===== config.mk =====
export PLATFORM = sky130hd
export DESIGN_NAME = idcw_words
export DESIGN_NICKNAME = d
export VERILOG_FILES = /design/src/inc/idcw_pkg.sv /design/src/rtl/idcw_geom_mult.sv /design/src/rtl/idcw_words.sv
export SDC_FILE = /design/constraint.sdc
export NUM_CORES = 2
export LEC_CHECK = 0
export BUFFER_PORTS_ARGS = -buffer_cell sky130_fd_sc_hd__buf_2
export CAP_MARGIN = 20
export CORE_MARGIN = 1
export CORE_UTILIZATION = 55
export CTS_CLUSTER_DIAMETER = 30
export DETAILED_ROUTE_END_ITERATION = 10
export GPL_TIMING_DRIVEN = 0
export HOLD_SLACK_MARGIN = 0.1
export PLACE_DENSITY = 0.72
export SLEW_MARGIN = 20
export SYNTH_ARGS = -nofsm -noshare
export SYNTH_HDL_FRONTEND = slang
export SYNTH_SLANG_ARGS = --single-unit
export TNS_END_PERCENT = 50

===== constraint.sdc =====
create_clock -name REF_CLK -period 14.8 [get_ports REF_CLK]
set_input_delay 0.74 -clock REF_CLK [delete_from_list [all_inputs] [get_ports REF_CLK]]
set_output_delay 0.74 -clock REF_CLK [all_outputs]
set_load 0.005 [all_outputs]

===== src/inc/idcw_pkg.sv =====
// package: word indices, field positions and fixed values of the capability words
package idcw_pkg;
    localparam logic [7:0] W_STANDBY = 8'h32;
    localparam logic [7:0] W_PIO_LEGACY = 8'h33;
    localparam logic [7:0] W_VALIDITY = 8'h35;
    localparam logic [7:0] W_CYLINDERS = 8'h36;
    localparam logic [7:0] W_HEADS = 8'h37;
    localparam logic [7:0] W_SECTORS = 8'h38;
    localparam logic [7:0] W_CAP_LO = 8'h39;
    localparam logic [7:0] W_CAP_HI = 8'h3A;
    localparam logic [7:0] W_MULTI = 8'h3B;
    localparam logic [7:0] W_LBA_LO = 8'h3C;
    localparam logic [7:0] W_LBA_HI = 8'h3D;
    localparam logic [7:0] W_MDMA = 8'h3F;
    localparam logic [7:0] W_ADV_PIO = 8'h40;
    localparam logic [7:0] W_MIN_DMA = 8'h41;
    localparam logic [7:0] W_REC_DMA = 8'h42;
    localparam logic [7:0] W_PIO_NOFLOW = 8'h43;
    localparam logic [7:0] W_PIO_FLOW = 8'h44;
    localparam logic [7:0] W_CARD_SPEC = 8'h45;
    localparam logic [7:0] W_QUEUE = 8'h4B;
    localparam logic [7:0] W_SER_CAP = 8'h4C;
    localparam logic [7:0] W_FEAT_SUP = 8'h4E;
    localparam logic [7:0] W_FEAT_EN = 8'h4F;
    localparam logic [7:0] W_FIRST = 8'h32;
    localparam logic [7:0] W_LAST = 8'h4F;
    localparam logic [7:0] PIO_LEGACY_HI = 8'h02;
    localparam int MULTI_VALID_BIT = 8;
    localparam int CARD_SPEC_BIT = 15;
    localparam int VAL_GEOM_BIT = 0;
    localparam int VAL_TIMING_BIT = 1;
    localparam int VAL_UDMA_BIT = 2;
    localparam int FEAT_LSB = 1;
    localparam int FEAT_MSB = 6;
    localparam logic [5:0] FEAT_EN_RESET = 6'h00;
    localparam logic [15:0] WORD_RESET = 16'h0000;
    localparam int GEOM_LATENCY = 1;
endpackage : idcw_pkg


===== src/rtl/idcw_geom_mult.sv =====
`timescale 1ns/100ps
// module: registered product of cylinders, heads and sectors per track
module idcw_geom_mult
    import idcw_pkg::*;
(
    // clock and reset
    input wire logic clk,
    input wire logic rst_n,
    // geometry in
    input wire logic [15:0] cylinders,
    input wire logic [15:0] heads,
    input wire logic [15:0] sectors,
    // product out
    output logic [31:0] capacity
);
    logic [47:0] full_product;

    assign full_product = cylinders * heads * sectors;

    always_ff @(posedge clk or negedge rst_n) begin
        if (!rst_n) begin
            capacity <= 32'h0000_0000;
        end else begin
            capacity <= full_product[31:0];
        end
    end
endmodule : idcw_geom_mult


===== src/rtl/idcw_words.sv =====
`timescale 1ns/100ps
// module: capability words 50 to 79 of the identify data, read by word index
// Notes on behaviour
// - word 50 bit 0 reads one: vendor standby timer minimum applies.
// - word 51 gives highest legacy PIO mode 0..2, upper byte 02h.
// - word 53 bit 0 marks words 54-58 valid, bit 1 words 64-70.
// - word 53 bit 2 reads one: word 88 valid.
// - words 54-56 current geometry, words 57-58 their product.
// - word 59: bits 15-9 zero, bit 8 one, low byte zero or one.
// - words 60-61 give total sectors addressable by LBA.
// - word 63 high byte: one selected multiword DMA mode, bits 8-10.
// - word 63 low byte: supported multiword DMA modes, bits 0-2.
// - word 64 bit 1 PIO mode 4, bit 0 PIO mode 3.
// - word 65 minimum DMA cycle ns, not below fastest mode time.
// - word 66 recommended DMA cycle ns, never below word 65.
// - word 67 PIO cycle without flow control, not below word 68.
// - word 68 PIO cycle with flow control, fastest supported mode.
// - unsupported timing fields in words 64-70 read zero.
// - word 69 bit 15 reads one: card specification supported.
// - word 75 bits 4:0 queue depth minus one, rest zero.
// - word 76 serial capability bits 10,9,8,2,1; bit 0 zero.
// - word 78 supported serial features bits 6-1; others zero.
// - word 79 enabled serial features, same layout as word 78.
// - host may change enables of supported features only; word 79 reflects them.
module idcw_words
    import idcw_pkg::*;
#(
    parameter logic [1:0] LEGACY_PIO_MODE = 2'd2,
    parameter logic [2:0] MDMA_SUPPORT = 3'b111,
    parameter logic [1:0] ADV_PIO_SUPPORT = 2'b11,
    parameter logic [15:0] MIN_DMA_NS = 16'h0078,
    parameter logic [15:0] REC_DMA_NS = 16'h0078,
    parameter logic [15:0] PIO_NOFLOW_NS = 16'h0078,
    parameter logic [15:0] PIO_FLOW_NS = 16'h0078,
    parameter logic [4:0] QUEUE_DEPTH_M1 = 5'h1F,
    parameter logic [4:0] SER_CAP_BITS = 5'b01111,
    parameter logic [5:0] FEAT_SUPPORT = 6'h00
) (
    // clock and reset
    input wire logic REF_CLK,
    input wire logic RESET_N,
    // device configuration and state
    input wire logic [15:0] CUR_CYLINDERS,
    input wire logic [15:0] CUR_HEADS,
    input wire logic [15:0] CUR_SECTORS,
    input wire logic [31:0] LBA_SECTORS,
    input wire logic MULTI_SECTOR_SET,
    input wire logic [1:0] MDMA_SELECT,
    input wire logic MDMA_SELECTED,
    // host change of serial feature enables
    input wire logic FEAT_EN_WRITE,
    input wire logic [5:0] FEAT_EN_DATA,
    // word read port
    input wire logic READ_REQ,
    input wire logic [7:0] READ_INDEX,
    output logic [15:0] READ_DATA,
    output logic READ_VALID,
    output logic READ_MAPPED
);
    logic [31:0] capacity;
    logic [5:0] feat_en_ff;
    logic [15:0] cyl_ff;
    logic [15:0] heads_ff;
    logic [15:0] sect_ff;
    logic [31:0] lba_ff;
    logic multi_ff;
    logic [2:0] mdma_sel_ff;
    logic [15:0] nxt_data;
    logic nxt_mapped;
    logic timing_any;
    logic [2:0] mdma_usable;
    logic [1:0] legacy_mode;

    // timing field: reads zero when unsupported
    function automatic logic [15:0] timing_word(input logic sup, input logic [15:0] ns);
        timing_word = sup ? ns : WORD_RESET;
    endfunction : timing_word

    // one-hot of a selected mode, none when not selected
    function automatic logic [2:0] one_hot_mode(input logic sel, input logic [1:0] mode);
        logic [2:0] oh;
        oh = 3'b000;
        if (sel && mode <= 2'd2) begin
            oh[mode] = 1'b1;
        end
        one_hot_mode = oh;
    endfunction : one_hot_mode

    idcw_geom_mult u_geom_mult (
        .clk(REF_CLK),
        .rst_n(RESET_N),
        .cylinders(cyl_ff),
        .heads(heads_ff),
        .sectors(sect_ff),
        .capacity(capacity)
    );

    // snapshot of device state
    always_ff @(posedge REF_CLK or negedge RESET_N) begin
        if (!RESET_N) begin
            cyl_ff <= WORD_RESET;
            heads_ff <= WORD_RESET;
            sect_ff <= WORD_RESET;
            lba_ff <= 32'h0000_0000;
            multi_ff <= 1'b0;
            mdma_sel_ff <= 3'b000;
        end else begin
            cyl_ff <= CUR_CYLINDERS;
            heads_ff <= CUR_HEADS;
            sect_ff <= CUR_SECTORS;
            lba_ff <= LBA_SECTORS;
            multi_ff <= MULTI_SECTOR_SET;
            mdma_sel_ff <= one_hot_mode(MDMA_SELECTED, MDMA_SELECT) & mdma_usable;
        end
    end

    // serial feature enables, host writable
    always_ff @(posedge REF_CLK or negedge RESET_N) begin
        if (!RESET_N) begin
            feat_en_ff <= FEAT_EN_RESET;
        end else if (FEAT_EN_WRITE) begin
            feat_en_ff <= FEAT_EN_DATA & FEAT_SUPPORT;
        end
    end

    assign timing_any = (|MDMA_SUPPORT) | (|ADV_PIO_SUPPORT);

    // a support bit covers its own mode and all slower ones
    assign mdma_usable = {MDMA_SUPPORT[2], |MDMA_SUPPORT[2:1], |MDMA_SUPPORT};

    // legacy field never reports above mode 2
    assign legacy_mode = (LEGACY_PIO_MODE > 2'h2) ? 2'h2 : LEGACY_PIO_MODE;

    // word decode
    always_comb begin
        nxt_data = WORD_RESET;
        nxt_mapped = 1'b1;
        if (READ_INDEX == W_STANDBY) begin
            nxt_data[0] = 1'b1;
        end else if (READ_INDEX == W_PIO_LEGACY) begin
            nxt_data = {PIO_LEGACY_HI, 6'h00, legacy_mode};
        end else if (READ_INDEX == W_VALIDITY) begin
            nxt_data[VAL_GEOM_BIT] = 1'b1;
            nxt_data[VAL_TIMING_BIT] = timing_any;
            nxt_data[VAL_UDMA_BIT] = 1'b1;
        end else if (READ_INDEX == W_CYLINDERS) begin
            nxt_data = cyl_ff;
        end else if (READ_INDEX == W_HEADS) begin
            nxt_data = heads_ff;
        end else if (READ_INDEX == W_SECTORS) begin
            nxt_data = sect_ff;
        end else if (READ_INDEX == W_CAP_LO) begin
            nxt_data = capacity[15:0];
        end else if (READ_INDEX == W_CAP_HI) begin
            nxt_data = capacity[31:16];
        end else if (READ_INDEX == W_MULTI) begin
            nxt_data[MULTI_VALID_BIT] = 1'b1;
            nxt_data[0] = multi_ff;
        end else if (READ_INDEX == W_LBA_LO) begin
            nxt_data = lba_ff[15:0];
        end else if (READ_INDEX == W_LBA_HI) begin
            nxt_data = lba_ff[31:16];
        end else if (READ_INDEX == W_MDMA) begin
            nxt_data = {5'h00, mdma_sel_ff, 5'h00, MDMA_SUPPORT};
        end else if (READ_INDEX == W_ADV_PIO) begin
            nxt_data = {14'h0000, ADV_PIO_SUPPORT};
        end else if (READ_INDEX == W_MIN_DMA) begin
            nxt_data = timing_word(|MDMA_SUPPORT[2:1], MIN_DMA_NS);
        end else if (READ_INDEX == W_REC_DMA) begin
            nxt_data = timing_word(|MDMA_SUPPORT[2:1],
                (REC_DMA_NS < MIN_DMA_NS) ? MIN_DMA_NS : REC_DMA_NS);
        end else if (READ_INDEX == W_PIO_NOFLOW) begin
            nxt_data = timing_word(|ADV_PIO_SUPPORT,
                (PIO_NOFLOW_NS < PIO_FLOW_NS) ? PIO_FLOW_NS : PIO_NOFLOW_NS);
        end else if (READ_INDEX == W_PIO_FLOW) begin
            nxt_data = timing_word(|ADV_PIO_SUPPORT, PIO_FLOW_NS);
        end else if (READ_INDEX == W_CARD_SPEC) begin
            nxt_data[CARD_SPEC_BIT] = 1'b1;
        end else if (READ_INDEX == W_QUEUE) begin
            nxt_data = {11'h000, QUEUE_DEPTH_M1};
        end else if (READ_INDEX == W_SER_CAP) begin
            nxt_data = {5'h00, SER_CAP_BITS[4:2], 5'h00, SER_CAP_BITS[1:0], 1'b0};
        end else if (READ_INDEX == W_FEAT_SUP) begin
            nxt_data[FEAT_MSB:FEAT_LSB] = FEAT_SUPPORT;
        end else if (READ_INDEX == W_FEAT_EN) begin
            nxt_data[FEAT_MSB:FEAT_LSB] = feat_en_ff;
        end else begin
            nxt_mapped = (READ_INDEX >= W_FIRST) && (READ_INDEX <= W_LAST);
        end
    end

    // registered read answer
    always_ff @(posedge REF_CLK or negedge RESET_N) begin
        if (!RESET_N) begin
            READ_DATA <= WORD_RESET;
            READ_VALID <= 1'b0;
            READ_MAPPED <= 1'b0;
        end else begin
            READ_VALID <= READ_REQ;
            if (READ_REQ) begin
                READ_DATA <= nxt_data;
                READ_MAPPED <= nxt_mapped;
            end
        end
    end
endmodule : idcw_words


==> Yosys cells after proc, flatten, opt, wreduce, memory -nomap -nowiden <==
Cells that the tools add are included.
{ "classes": {"n_mul": 2, "order_cmp": 5, "shift": 0, "n_reduce_logical": 3, "eq_ne": 22, "n_div": 0, "muxes": 70, "bitwise": 0, "addsub": 0} }
{ "ops": {"columns": ["cell", "n"], "rows": [
  ["16-bit 2-to-1 mux", 32],
  ["8-bit by 6-bit == test with 1-bit output, second input constant", 12],
  ["8-bit by 7-bit == test with 1-bit output, second input constant", 10],
  ["16-bit by 16-bit multiplier with 32-bit output", 1],
  ["32-bit by 16-bit multiplier with 32-bit output", 1],
  ["15-bit 2-to-1 mux", 2],
  ["1-bit 2-to-1 mux", 27],
  ["7-bit 2-to-1 mux", 2],
  ["13-bit 2-to-1 mux", 1],
  ["10-bit 2-to-1 mux", 1],
  ["3-bit 2-to-1 mux", 3],
  ["8-bit by 6-bit >= comparator with 1-bit output, second input constant", 1],
  ["8-bit by 7-bit <= comparator with 1-bit output, second input constant", 1],
  ["1-bit logical AND", 3],
  ["2-bit by 3-bit < comparator with 1-bit output, second input constant", 1],
  ["1-bit demux with 2-bit select", 1],
  ["2-bit by 1-bit >= comparator with 1-bit output, second input constant", 1],
  ["2-bit <= comparator, second input constant", 1],
  ["2-bit 2-to-1 mux", 1]
]} }
{ "totals": {"input_bits": 102, "mem_bits_ro": 0, "regBits": 134, "latchBits": 0, "wordCells": 112, "ramBits": 0, "n_memories": 0} }

==> Logic depth before layout (Yosys ltp) <==
{ "logic_depth": {"ltp_word": 39, "ltp_mapped": 48, "mapped_depth_nobuf": 46} }

==> By module <==
A second synthesis with hierarchy kept.
{ "unflattened": {"hier_cells": 2746, "hier_area_um2": 25443.2} }
{ "modules_own_cells": {"columns": ["module", "area_each_um2", "cells_each", "instances"], "rows": [
  ["idcw_geom_mult", 21026.4, 2363, 1],
  ["idcw_words", 4416.7, 383, 1]
]} }

==> Worst setup path before layout <==
OpenSTA, ideal clock, no wires.
{ "synth_timing": {"path_type": "reg2reg", "start": "register heads_ff[1]", "end": "register u_geom_mult.capacity[31]", "setup_time_ps": 134, "arrival_ps": 10893, "stages_incl_launch_ff": 45, "required_time_ps": 14666, "synth_period_minus_slack_ps": 11026, "setup_slack_ps": 3774, "n_path_buf": 3, "cell_sequence": "dfrtp_1 -> clkbuf_1 -> nand2_1 -> fa_1 -> fa_1 -> fa_1 -> fa_1 -> inv_1 -> fa_1 -> inv_1 -> fa_1 -> inv_1 -> ha_1 -> buf_4 -> nand3_1 -> nor2_1 -> a211oi_4 -> o21ai_0 -> (+9 left out) -> inv_1 -> fa_1 -> inv_1 -> fa_1 -> inv_1 -> ha_1 -> a21oi_1 -> nor2b_1 -> o21ai_0 -> nand2b_1 -> a41oi_1 -> a21oi_1 -> o21ai_0 -> nor2_1 -> a21oi_1 -> a21oi_1 -> xor3_1 -> xnor3_1"} }
{ "synth_via": {"elab_chain_len": 2} }
{ "synth_lines": {"columns": ["item", "line", "source"], "rows": [
  ["start: declaration", "idcw_words.sv:63", "logic [15:0] heads_ff;"],
  ["start signal: assignment", "idcw_words.sv:102", "heads_ff <= WORD_RESET;"],
  ["start signal: assignment", "idcw_words.sv:109", "heads_ff <= CUR_HEADS;"],
  ["16-bit by 16-bit multiplier with 32-bit output", "idcw_geom_mult.sv:18", "assign full_product = cylinders * heads * sectors;"],
  ["32-bit by 16-bit multiplier with 32-bit output", "idcw_geom_mult.sv:18", null],
  ["named net u_geom_mult.full_product[31]", "idcw_geom_mult.sv:16", "logic [47:0] full_product;"],
  ["end signal: assignment", "idcw_geom_mult.sv:24", "capacity <= full_product[31:0];"],
  ["end: declaration", "idcw_geom_mult.sv:14", "output logic [31:0] capacity"]
]} }
The timed path passes the listed nets, and every way through them passes these cells.
A chain may end at the register's enable or synchronous reset.

==> Final worst setup path <==
{ "layout_timing": {"start": "register cyl_ff[8]", "end": "register u_geom_mult.capacity[31]"} }
{ "layout_via": {"elab_chain_len": 2} }
{ "layout_lines": {"columns": ["item", "line", "source"], "rows": [
  ["start: declaration", "idcw_words.sv:62", "logic [15:0] cyl_ff;"],
  ["start signal: assignment", "idcw_words.sv:101", "cyl_ff <= WORD_RESET;"],
  ["start signal: assignment", "idcw_words.sv:108", "cyl_ff <= CUR_CYLINDERS;"],
  ["16-bit by 16-bit multiplier with 32-bit output", "idcw_geom_mult.sv:18", null],
  ["32-bit by 16-bit multiplier with 32-bit output", "idcw_geom_mult.sv:18", null],
  ["named net u_geom_mult.full_product[31]", "idcw_geom_mult.sv:16", null]
]} }
The timed path passes the listed nets, and every way through them passes these cells.

==> impl_results.md <==
* Initial DRC Count at 1,682
* Io pins at 120
* Initial antenna violation count at 1
* Post-Route WL at 73,100 um
* DIE WIDTH at 214 um
* Hold Path Class: in -> async
* Area of the mapped netlist at 0.0248 sq mm
* H-tree levels at 4
* EDFF count, synth at 0
* Routed Antenna Nets at 0
* Core footprint at 0.0444 sq mm
* Antenna diode count at 0
* Synthesized area per cell at 9.21 sq um
* Clock buffer count from CTS at 17
* Tmin final at 13.81 ns
* Routed wire per std cell at 21.3 um
* Crit-path max FO at 10
* Cell taking the most area after synthesis: fa_1
* Via count at 19,100
* Area Overhead vs Synth at 7.90%
* Multi-input gate area at 0.0188 sq mm
* Post-synthesis cell count at 2,696
* Post-synthesis mux area share at 0.887%
* Nets at 3,596
* Slew margin rel. at 22.0%
* Reg clk slew, reported paths at 0.07 ns
* Global-route wire length before repair at 117,000 um
* Clock Latency Late Sink at 0.44 ns
* Post-synth top flop: dfrtp_1
* Critical Path Most Common Cell: fa_1
* CTS tree: done
* Max_cap viols at 0
* Post-CTS Hold Buffers at 0
* Post-synthesis share of cell area spent on xor and xnor gates at 3.09%
* GRT overflow at 0
* Crit path launch type: register
* Crit share post-route at 93.3%
* Post-Synth Adder-Cell Area at 48.7%
* Post-synth cell types at 72
* Unrepaired setup endpoints after global routing: false
* Reg2Reg Setup Slack at 0.99 ns
* Area contributors post-synth: fa_1 40%, dfrtp_1 14%, inv_1 9.1%, ha_1 8.5%, and2_1 6.9%
* Setup TNS at 0 ns
* Max Clk Rate at 72.4 MHz
* Worst-margin pin slew at 1.16 ns
* Drt drc at 0
* Worst r2r path cells at 44
* Initial core utilization at 55.9%
* CP peak stage delay at 0.74 ns
* GPL Wtd Cong at 0.962
* Worst Setup Slack, final at 0.994 ns
* # fillers at 3,831
* Compound-Gate Fraction of Synth Area at 6.23%
* R2r endpoint: u_geom_mult.capacity[31]$_DFF_PN0_
* Vias/cell at 5.56
* Num Clock Sinks at 134
* DP Worst Slack at 1.10 ns
* Worst hold slack at 0.204 ns
* Asr flop ratio synth at 100%
* Max stage delay cell, worst path: dfrtp_1
* Syn nets at 3,465
* Sequential cell area at 0.00335 sq mm
* PostCTS Resize Cnt at 0
* Die Y at 214 um
* Share of the synthesized area in the top cell type at 40.1%
* Status: completed
* Post-CTS Setup Bufs at 0
* # port buffers at 111
* Die ar. at 0.0460 sq mm
* Pin count of the biggest net entering global routing at 87
* Share of layout cells above drive strength 1 at 5.77%
* Final hold vios at 0
* # setup viols final at 0
* Worst Setup End Kind: register
* CP delay by family, top: adder cells
* Dpl hpwl at 59,300 um
* Critical Path RT at 15.08 ns
* Finished Cell Area at 0.0268 sq mm
* Clock root buffer: clkbuf_16
* Largest family of logic cells by synthesized area: adder cells
* Synth warnings at 0
* Placed Area at 0.0262 sq mm
* Register area share after synthesis at 13.5%
* Bufs and invs on worst path at 9
* Worst reg2reg startpoint: cyl_ff[8]$_DFF_PN0_
* Critical Path Start: cyl_ff[8]$_DFF_PN0_
* Max clock buf depth at 2
* Vias in the first global route at 20,800
* # rows at 77
* WS Path Type: reg -> reg
* GRT Util Overall at 33.7%
* Fin. max-slew vios at 0
* CP arrival at 14.09 ns
* Synth Area in Simple Gates at 16.6%
* FF+latch count, synth at 134
* Final clock skew at 0.0235 ns
* DR pass1 iterations at 6
==> per-stage QoR <==
step / instances / utilization, %
after global routing: 3432 / 60.3
final: 3432 / 60.3
after global placement: 3399 / 58.8
after CTS: 3432 / 60.3
after floorplan: 2696 / -
after detailed placement: 3400 / 58.9
==> cell type report <==
type                       count  area share (%)
clock inverter                14           0.700
inverter                     605            8.48
tap                          592            2.76
timing repair buffer         112            2.21
clock buffer                  18            1.64
multi-input combinational   1836            70.0
buffer                       121            1.71
sequential                   134            12.5
==> worst max path at each step <==
stage,end,slack [ns],depth (start not counted)
6_report,u_geom_mult.capacity[31]$_DFF_PN0_,0.99,44
4_1_cts,u_geom_mult.capacity[31]$_DFF_PN0_,1.04,44
5_1_grt,u_geom_mult.capacity[31]$_DFF_PN0_,0.22,44
2_1_floorplan,u_geom_mult.capacity[31]$_DFF_PN0_,3.77,44
3_3_place_gp,u_geom_mult.capacity[31]$_DFF_PN0_,1.23,44
3_5_place_dp,u_geom_mult.capacity[31]$_DFF_PN0_,1.10,44
==> routing by layer <==
layer | vias up | part of all wire (%) | wire [um] | GRT usage (%)
li1 | 8292 | - | - | -
met1 | 9653 | 40 | 29100 | 45.1
met2 | 957 | 47 | 34400 | 54.4
met3 | 176 | 9.3 | 6830 | 7.16
met4 | 0 | 3.8 | 2750 | 12.1
met5 | - | 0 | 0 | 0
==> sequential cells by signal, summed over array words and instances, names as in the netlist <==
register              count
sect_ff                  16
READ_VALID                1
u_geom_mult.capacity     32
mdma_sel_ff               3
cyl_ff                   16
READ_DATA                16
READ_MAPPED               1
multi_ff                  1
lba_ff                   32
heads_ff                 16
==> layout by cell type, fill, tap and decap left out, types with 5 or more instances in the layout <==
| cell | instances |
|---|---|
| buf_2 | 110 |
| nor3_1 | 18 |
| o21ai_0 | 39 |
| xor2_1 | 14 |
| o22ai_1 | 19 |
| xnor2_1 | 56 |
| clkbuf_1 | 117 |
| mux2i_1 | 22 |
| a21boi_0 | 5 |
| ha_1 | 169 |
| a21o_1 | 15 |
| o211ai_1 | 6 |
| nand3_1 | 17 |
| o21bai_1 | 8 |
| clkbuf_16 | 17 |
| nor2b_1 | 16 |
| a21oi_1 | 61 |
| o21a_1 | 10 |
| nand2_1 | 390 |
| dfrtp_1 | 134 |
| and3_1 | 18 |
| nor2_1 | 54 |
| nor3b_1 | 7 |
| nand2b_1 | 25 |
| a211oi_1 | 6 |
| and2_1 | 272 |
| a221oi_1 | 5 |
| inv_1 | 605 |
| inv_6 | 5 |
| fa_1 | 498 |
| a31oi_1 | 12 |
==> kinds of logic after synthesis <==
group                      count (synthesis)
and+or+nand+nor                          840
DFF                                      134
AOI/OAI and AO/OA                        229
buffers and inverters                    726
muxes                                     22
xor gates and xnor gates                  78
adders and majority gates                667
==> cell usage after synthesis (3+ instances only) <==
master / number
o32ai_1: 3
clkbuf_1: 117
o221ai_1: 3
nand2b_1: 25
o22ai_1: 19
nand3_1: 17
nor2b_1: 16
nand2_1: 390
a21boi_0: 5
a21o_1: 15
a221oi_1: 5
nor3_1: 18
xor2_1: 14
nor3b_1: 7
a22o_1: 3
inv_1: 605
dfrtp_1: 134
and2_1: 272
ha_1: 169
o21a_1: 10
o21ai_1: 3
or3_1: 3
buf_1: 3
nand3b_1: 4
xnor2_1: 56
and3_1: 18
a21oi_1: 61
fa_1: 498
mux2i_1: 22
nor2_1: 54
nand4_1: 4
o31ai_1: 4
a211oi_1: 6
o21ai_0: 39
xnor2_2: 4
a22oi_1: 4
a31oi_1: 12
o21bai_1: 8
o211ai_1: 6
Power is left out: the tool's default activity adds up to more than one toggle a clock period on the data nets, which glitch-free logic cannot reach.
